<file path="src/spg_pkg.sv">
// package of constants and types for the six channel pwm generator
package spg_pkg;
   // ----------------------------------------
   // sizes
   // ----------------------------------------
   localparam int NUM_CH      = 6;
   localparam int NUM_PAIR    = 3;
   localparam int CNT_W       = 15;
   localparam int VAL_W       = 16;
   localparam int REL_W       = 4;
   // ----------------------------------------
   // reset values
   // ----------------------------------------
   localparam logic [1:0]       PRSC_RST = 2'h0;
   localparam logic [CNT_W-1:0] CNT_RST  = 15'h0001;
   localparam logic [CNT_W-1:0] CNT_ONE  = 15'h0001;
   // ----------------------------------------
   // types
   // ----------------------------------------
   typedef enum logic [1:0] {
      SPG_SRC_GEN,
      SPG_SRC_GPIO,
      SPG_SRC_TIMER,
      SPG_SRC_ADC
   } spg_src_t;
endpackage

</file>
<file path="src/spg_tick_if.sv">
// interface carrying the pwm clock tick, count and direction to the channels
`timescale 1ns/1ps
interface spg_tick_if;
   import spg_pkg::*;
   logic             tick;
   logic [CNT_W-1:0] count;
   logic             down;
   logic             edge_mode;
   logic [CNT_W-1:0] modulus;
   modport gen (output tick, output count, output down, output edge_mode, output modulus);
   modport chan (input tick, input count, input down, input edge_mode, input modulus);
endinterface

</file>
<file path="src/spg_channel.sv">
// one compare channel: clamps the value and drives the compare output
`timescale 1ns/1ps
module spg_channel
   import spg_pkg::*;
(
   input  wire logic             clk_sys_i,
   input  wire logic             rst_n_i,
   spg_tick_if.chan              tk,
   input  wire logic [VAL_W-1:0] value_i,
   input  wire logic             invert_i,
   output logic                  cmp_o
);
   logic [CNT_W-1:0] val_used;
   logic             cmp_r;
   logic             cmp_nxt;
   logic             raw;

   // underflow clamps to zero, positive values pass unchanged
   always_comb begin
      val_used = value_i[VAL_W-1] ? '0 : value_i[CNT_W-1:0];
   end

   // ----------------------------------------
   // compare, evaluated only on pwm ticks
   // ----------------------------------------
   always_comb begin
      cmp_nxt = cmp_r;
      raw     = cmp_r ^ invert_i;
      if (tk.tick) begin
         if (val_used == '0) begin
            raw = 1'b0;
         end else if (val_used >= tk.modulus) begin
            raw = 1'b1;
         end else if (tk.edge_mode) begin
            // active from period start until match: width = value ticks
            if (tk.count == CNT_ONE) begin
               raw = 1'b1;
            end
            if (tk.count == val_used + CNT_ONE) begin
               raw = 1'b0;
            end
         end else begin
            if (tk.down && (val_used > tk.count)) begin
               raw = 1'b1;
            end
            if (!tk.down && (val_used == tk.count)) begin
               raw = 1'b0;
            end
         end
         cmp_nxt = raw ^ invert_i;
      end
   end

   always_ff @(posedge clk_sys_i or negedge rst_n_i) begin
      if (!rst_n_i) begin
         cmp_r <= 1'b0;
      end else begin
         cmp_r <= cmp_nxt;
      end
   end

   assign cmp_o = cmp_r;
endmodule

</file>
<file path="src/spg_top.sv">
// six channel pwm generator core: prescaler, shared counter, channels, pair sources
//
// Contract
// outputs pair freely: complementary or independent
// one 15-bit counter shared by all channels
// resolution one tick edge, two center
// operation clock is system or 3x rate
// prescaler divides by 1, 2, 4, 8
// prescaler change waits for load_okay and reload
// edge_align_select picks up-only or up/down
// counting down, value above count drives active
// counting up, value equal count drives inactive
// modulus zero is illegal, guarantees still hold
// center period is modulus times two ticks
// edge period is modulus ticks
// signed value; inversion gives period minus width
// value zero/below off, modulus/above fully on
// values 8000-ffff clamp to zero
// center pulse width is twice the value
// edge pulse width equals the value
// each pair picks generator, gpio, timer, adc
// all pairs external: no sync, no reload
// reload every 1 to 16 periods, half cycle
// center complementary: duty changes each half cycle
// counter and compare advance on prescaler ticks
`timescale 1ns/1ps
module spg_top
   import spg_pkg::*;
(
   input  wire logic                         clk_sys_i,
   input  wire logic                         rst_n_i,
   input  wire logic                         clk3x_en_i,
   input  wire logic                         op_clk_sel_i,
   input  wire logic [1:0]                   prescale_select_i,
   input  wire logic                         load_okay_i,
   input  wire logic                         edge_align_select_i,
   input  wire logic [CNT_W-1:0]             counter_modulus_i,
   input  wire logic [REL_W-1:0]             reload_rate_i,
   input  wire logic                         half_reload_i,
   input  wire logic [NUM_CH-1:0]            compare_invert_i,
   input  wire logic [NUM_PAIR-1:0]          independent_i,
   input  wire logic [NUM_PAIR-1:0]          asym_i,
   input  wire logic [NUM_CH*VAL_W-1:0]      channel_value_i,
   input  wire logic [NUM_PAIR*2-1:0]        source_sel_i,
   input  wire logic [NUM_PAIR-1:0]          gpio_src_i,
   input  wire logic [NUM_PAIR-1:0]          timer_src_i,
   input  wire logic [NUM_PAIR-1:0]          adc_high_i,
   input  wire logic [NUM_PAIR-1:0]          adc_low_i,
   output logic [NUM_CH-1:0]                 pwm_o,
   output logic                              reload_o,
   output logic                              sync_o,
   output logic                              load_okay_clr_o,
   output logic [CNT_W-1:0]                  count_o,
   output logic                              count_down_o
);
   // ----------------------------------------
   // signals
   // ----------------------------------------
   spg_tick_if tk ();

   logic             op_en;
   logic [1:0]       prsc_r,  prsc_nxt;
   logic [2:0]       div_r,   div_nxt;
   logic             tick;
   logic [CNT_W-1:0] cnt_r,   cnt_nxt;
   logic             down_r,  down_nxt;
   logic [REL_W-1:0] rel_r,   rel_nxt;
   logic             reload_r, reload_nxt;
   logic             sync_r,  sync_nxt;
   logic             ldclr_r, ldclr_nxt;
   logic             all_ext;
   logic             period_end;
   logic             half_point;
   logic [2:0]       div_mask;
   logic [NUM_CH-1:0] cmp;
   logic [NUM_CH-1:0] pwm_r, pwm_nxt;
   logic [NUM_PAIR-1:0] pair_src;

   // ----------------------------------------
   // operation clock and prescaler
   // ----------------------------------------
   // the 3x rate is modelled as an enable train; at 1x every cycle counts
   assign op_en = op_clk_sel_i ? clk3x_en_i : 1'b1;

   always_comb begin
      unique case (prsc_r)
         2'h0:    div_mask = 3'h0;
         2'h1:    div_mask = 3'h1;
         2'h2:    div_mask = 3'h3;
         default: div_mask = 3'h7;
      endcase
   end

   assign tick = op_en && ((div_r & div_mask) == 3'h0);

   always_comb begin
      div_nxt = div_r;
      if (op_en) begin
         div_nxt = 3'((div_r + 3'h1) & div_mask);
      end
   end

   // ----------------------------------------
   // shared counter
   // ----------------------------------------
   assign all_ext    = (source_sel_i[1:0] != 2'h0) && (source_sel_i[3:2] != 2'h0)
                       && (source_sel_i[5:4] != 2'h0);
   // modulus zero: edge counter holds at one, center counter runs up to 7fff; outputs stay bounded
   // center counts 0..mod-1 up and mod-1..0 down, both ends held twice, so a
   // period is 2*mod ticks and a pulse is symmetric around the bottom
   assign period_end = edge_align_select_i ? (cnt_r >= counter_modulus_i)
                                           : (down_r && cnt_r == '0);
   assign half_point = !edge_align_select_i && !down_r
                       && (cnt_r >= 15'(counter_modulus_i - CNT_ONE));

   always_comb begin
      cnt_nxt    = cnt_r;
      down_nxt   = down_r;
      rel_nxt    = rel_r;
      prsc_nxt   = prsc_r;
      reload_nxt = 1'b0;
      sync_nxt   = 1'b0;
      ldclr_nxt  = 1'b0;
      if (tick) begin
         if (edge_align_select_i) begin
            down_nxt = 1'b0;
            cnt_nxt  = period_end ? CNT_ONE : cnt_r + CNT_ONE;
         end else if (half_point) begin
            down_nxt = 1'b1;
            cnt_nxt  = cnt_r;
         end else if (period_end) begin
            down_nxt = 1'b0;
            cnt_nxt  = cnt_r;
         end else begin
            cnt_nxt  = down_r ? cnt_r - CNT_ONE : cnt_r + CNT_ONE;
         end
         if (period_end || (half_reload_i && half_point)) begin
            if (rel_r == reload_rate_i) begin
               rel_nxt = '0;
               if (!all_ext) begin
                  reload_nxt = 1'b1;
                  sync_nxt   = 1'b1;
                  if (load_okay_i) begin
                     prsc_nxt  = prescale_select_i;
                     ldclr_nxt = 1'b1;
                  end
               end
            end else begin
               rel_nxt = rel_r + 4'h1;
            end
         end
      end
   end

   always_ff @(posedge clk_sys_i or negedge rst_n_i) begin
      if (!rst_n_i) begin
         prsc_r   <= PRSC_RST;
         div_r    <= 3'h0;
         cnt_r    <= CNT_RST;
         down_r   <= 1'b0;
         rel_r    <= '0;
         reload_r <= 1'b0;
         sync_r   <= 1'b0;
         ldclr_r  <= 1'b0;
      end else begin
         prsc_r   <= prsc_nxt;
         div_r    <= div_nxt;
         cnt_r    <= cnt_nxt;
         down_r   <= down_nxt;
         rel_r    <= rel_nxt;
         reload_r <= reload_nxt;
         sync_r   <= sync_nxt;
         ldclr_r  <= ldclr_nxt;
      end
   end

   assign tk.tick      = tick;
   assign tk.count     = cnt_r;
   assign tk.down      = down_r;
   assign tk.edge_mode = edge_align_select_i;
   assign tk.modulus   = counter_modulus_i;

   // ----------------------------------------
   // channels
   // ----------------------------------------
   for (genvar c = 0; c < NUM_CH; c++) begin : g_ch
      spg_channel u_ch (
         .clk_sys_i (clk_sys_i),
         .rst_n_i   (rst_n_i),
         .tk        (tk),
         .value_i   (channel_value_i[c*VAL_W +: VAL_W]),
         .invert_i  (compare_invert_i[c]),
         .cmp_o     (cmp[c])
      );
   end

   // ----------------------------------------
   // pair sources and pairing
   // ----------------------------------------
   always_comb begin
      pwm_nxt = pwm_r;
      for (int p = 0; p < NUM_PAIR; p++) begin
         unique case (spg_src_t'(source_sel_i[2*p +: 2]))
            SPG_SRC_GEN: begin
               // asymmetric: even value rules counting up, odd counting down
               if (asym_i[p] && !edge_align_select_i && !independent_i[p]) begin
                  pair_src[p] = down_r ? cmp[2*p+1] : cmp[2*p];
               end else begin
                  pair_src[p] = cmp[2*p];
               end
            end
            SPG_SRC_GPIO:  pair_src[p] = gpio_src_i[p];
            SPG_SRC_TIMER: pair_src[p] = timer_src_i[p];
            SPG_SRC_ADC:   pair_src[p] = adc_high_i[p] & ~adc_low_i[p];
         endcase
         if (independent_i[p] && source_sel_i[2*p +: 2] == 2'h0) begin
            pwm_nxt[2*p]   = cmp[2*p];
            pwm_nxt[2*p+1] = cmp[2*p+1];
         end else begin
            pwm_nxt[2*p]   = pair_src[p];
            pwm_nxt[2*p+1] = ~pair_src[p];
         end
      end
   end

   always_ff @(posedge clk_sys_i or negedge rst_n_i) begin
      if (!rst_n_i) begin
         pwm_r <= '0;
      end else begin
         pwm_r <= pwm_nxt;
      end
   end

   assign pwm_o           = pwm_r;
   assign reload_o        = reload_r;
   assign sync_o          = sync_r;
   assign load_okay_clr_o = ldclr_r;
   assign count_o         = cnt_r;
   assign count_down_o    = down_r;
endmodule

</file>
<file path="config.mk">
export PLATFORM = sky130hd
export DESIGN_NAME = spg_top
export DESIGN_NICKNAME = d
export VERILOG_FILES = /design/src/spg_pkg.sv /design/src/spg_tick_if.sv /design/src/spg_channel.sv /design/src/spg_top.sv
export SDC_FILE = /design/constraint.sdc
export NUM_CORES = 1
export LEC_CHECK = 0
export BUFFER_PORTS_ARGS = -buffer_cell sky130_fd_sc_hd__buf_4
export CORE_ASPECT_RATIO = 0.7
export CORE_MARGIN = 1
export CORE_UTILIZATION = 32
export CTS_CLUSTER_DIAMETER = 150
export DETAILED_ROUTE_END_ITERATION = 10
export PLACE_DENSITY_LB_ADDON = 0.12
export SYNTH_ARGS = -nofsm -noshare
export SYNTH_HDL_FRONTEND = slang
export SYNTH_SLANG_ARGS = --single-unit
</file>
<file path="constraint.sdc">
create_clock -name clk_sys_i -period 3.6 [get_ports clk_sys_i]
set_clock_uncertainty 0.15 [all_clocks]
set_input_delay 0.72 -clock clk_sys_i [delete_from_list [all_inputs] [get_ports clk_sys_i]]
set_output_delay 0.72 -clock clk_sys_i [all_outputs]
set_load 0.05 [all_outputs]
</file>
==> flow_summary.json <==
{
  "drive_gt1_share_pct": 24.9,
  "synth_seq_cells": 39,
  "yosys_warnings": 0,
  "max_cap_viol_count": 0,
  "insertion_delay_ns": 0.29,
  "drv_slew": 0,
  "fmax_mhz": 282,
  "slew_headroom_pct": 38.0,
  "post-route-drc-count": 0,
  "startpoint_type": "primary input",
  "min_path_type": "in2async",
  "cp_slowest_cell": "a32o_2",
  "clkSinkCount": 39,
  "final_cell_mix": "378 x buf_4, 227 x ha_1, 117 x xnor2_1, 101 x a21oi_1, 82 x nor2b_1",
  "coreArea_um2": 34900,
  "timing.final.hold_violations": 0,
  "power_density_nw_per_um2": 427,
  "routed_wirelength_um": 50500,
  "cp.arrival_ns": 3.57,
  "dp_hpwl_um": 40200,
  "ys_seq_area_share_pct": 8.58,
  "synth_fp_nets": 1857,
  "antenna_found_initial": 0,
  "synthArstFlopShare_pct": 100,
  "leakage_uw": 0.00698,
  "period_share_pct": 98.5,
  "syn_to_final_growth_pct": 32.5,
  "vias_per_cell": 5.65,
  "fin_util_pct": 43.3,
  "place.gp.congestion": 0.931,
  "drt_first_pass_iters": 5,
  "worst_pin_slew_ns": 0.921,
  "vias": 13000,
  "start_util_pct": 32.6,
  "cts_tree": "built",
  "track_usage_pct": 27.4,
  "worst_ep_required_time_ns": 3.62,
  "fp-row-count": 57,
  "cts.htree.levels": 2,
  "grt_pass1_wl_um": 75400,
  "portBuffers": 178,
  "synthFlopType": "dfrtp_1",
  "die_w_um": 227,
  "avgSynthCellArea_um2": 7.72,
  "cts_buffers": 5,
  "syn_area_um2": 11400,
  "period_needed_ns": 3.55,
  "cp_common_cell": "nand4_1",
  "outcome": "finished, final reports clean",
  "slowest_delay_ns": 0.33,
  "layout_commonest_cell": "buf_4",
  "ios": 179,
  "setup_violations": 0,
  "synthDistinctLibCells": 83,
  "final_cells": 2294,
  "cp_max_fo": 5,
  "rsz0062_at_grt": "true",
  "routedWlPerCell_um": 22.0,
  "root_buffer": "clkbuf_16",
  "clk_pin_slew_ns": 0.06,
  "diodes": 0,
  "grt_remaining_overflow": 0,
  "cts.path.max_buffers": 2,
  "place_inst": 2282,
  "die_area_um2": 36300,
  "final_nets": 2203,
  "ant_nets": 0,
  "syn_inst": 1475,
  "endpoint_kind": "flip-flop",
  "synth-edff-count": 0,
  "path_cells": "buf_4 > inv_1 > nand4_1 > nor2b_2 > nand2_2 > nor4_4 > xnor2_1 > ha_1 > nand4_1 > nor4_2 > a211oi_1 > o21a_1 > a21boi_4 > a32o_2 > nand3_4 > mux2_4",
  "grt_max_degree": 40,
  "die_h_um": 160,
  "drt_iter0_drc": 936,
  "grt_pass1_vias": 12300,
  "criticalPathCategory": "in2reg",
  "ir_drop_mv": 0.293
}
==> final timing paths <==
kind	cells past startpoint	start	slack, ns	end
worst min-delay path	1	rst_n_i	0.27	pwm_o[4]
worst max-delay path	16	counter_modulus_i[3]	0.05	prsc_r[0]
worst min register to register	2	div_r[1]	0.37	div_r[1]
max in group asynchronous	1	rst_n_i	2.61	count_o[1]
worst max register to register	10	count_o[8]	0.12	g_ch[3].u_ch.cmp_o
min in group clk_sys_i	2	div_r[1]	0.37	div_r[1]
==> per-stage QoR <==
stage                     area [um^2]  TNS, ns  hold slack [ns]  power, uW  setup slack (ns)
final                           15100        0            0.272       6450            0.0548
after detailed placement        14700    -6.80            0.360       5740            -0.416
after floorplan                 11500   -0.141            0.274       3700           -0.0512
after global placement          14700    -6.43            0.352       5670            -0.417
after global routing            15100   -0.887            0.314       6900            -0.125
after CTS                       14900        0            0.296       6310           0.00787
==> kinds of logic after synthesis <==
family                   count (synthesis)  share of synthesized area [%]
buffers and inverters                  119                           4.11
XOR/XNOR                               141                           11.1
multiplexers                            12                           1.10
flip-flops                              39                           8.58
AND/OR/NAND/NOR                        572                           29.1
adder cells (fa/ha/maj)                228                           25.1
AO/OA/AOI/OAI                          364                           20.9
==> registers in the layout, summed over array words and instances, names as in the netlist <==
name             cells
sync_o               1
rel_r                4
load_okay_clr_o      1
count_down_o         1
count_o             15
pwm_o                6
g_ch.u_ch.cmp_o      6
div_r                3
prsc_r               2
==> cell usage after synthesis (39+ instances only) <==
library cell    n  area share (%)
inv_1          68             2.2
a21o_1         39             2.6
nand3_1        73             3.2
xnor2_1       117             9.0
nand2_1        67             2.2
nand4_1        49             2.7
nor2_1         77             2.5
nor2b_1        84             4.6
nor3_1         42             1.8
o21ai_0        70             3.1
a21oi_1       102             4.5
ha_1          228              25
==> critical path, delay by kind of cell <==
family / cells / cell delay, ns
AO/OA/AOI/OAI: 4 / 0.83
AND/OR/NAND/NOR: 7 / 1.01
adder cells (fa/ha/maj): 1 / 0.32
XOR/XNOR: 1 / 0.11
buffers and inverters: 2 / 0.29
multiplexers: 1 / 0.30
==> timing repair <==
action | CTS | global route
gates resized for setup | 4 | 31
pin swaps | 0 | 15
gates cloned | 0 | 0
setup buffers | 0 | 4
setup endpoints to repair | 11 | 24
hold endpoints to repair | 0 | 0
hold buffers | 0 | 0
==> layout make-up <==
class / instances / area (um^2)
sequential: 39 / 978
multi-input combinational: 1317 / 10100
fill: 3553 / 19800
clock inverter: 2 / 35.0
clock buffer: 6 / 139
timing repair buffer: 384 / 2920
inverter: 74 / 289
tap: 472 / 591
==> where the power goes <==
| group | internal (uW) | total [uW] | switching (uW) | leakage, uW |
|---|---|---|---|---|
| combinational | 2010 | 5130 | 3120 | 0.00640 |
| clock | 345 | 542 | 197 | 0.0000868 |
| sequential | 580 | 773 | 193 | 0.000492 |
==> metal layers <==
metal	up-vias	global-route usage (%)	routed length, um
li1	6287	-	-
met2	455	42.1	21500
met1	6139	40.1	24000
met4	0	6.77	1440
met3	89	3.02	3600
met5	-	0	0
(Power assumes the default switching activity.)
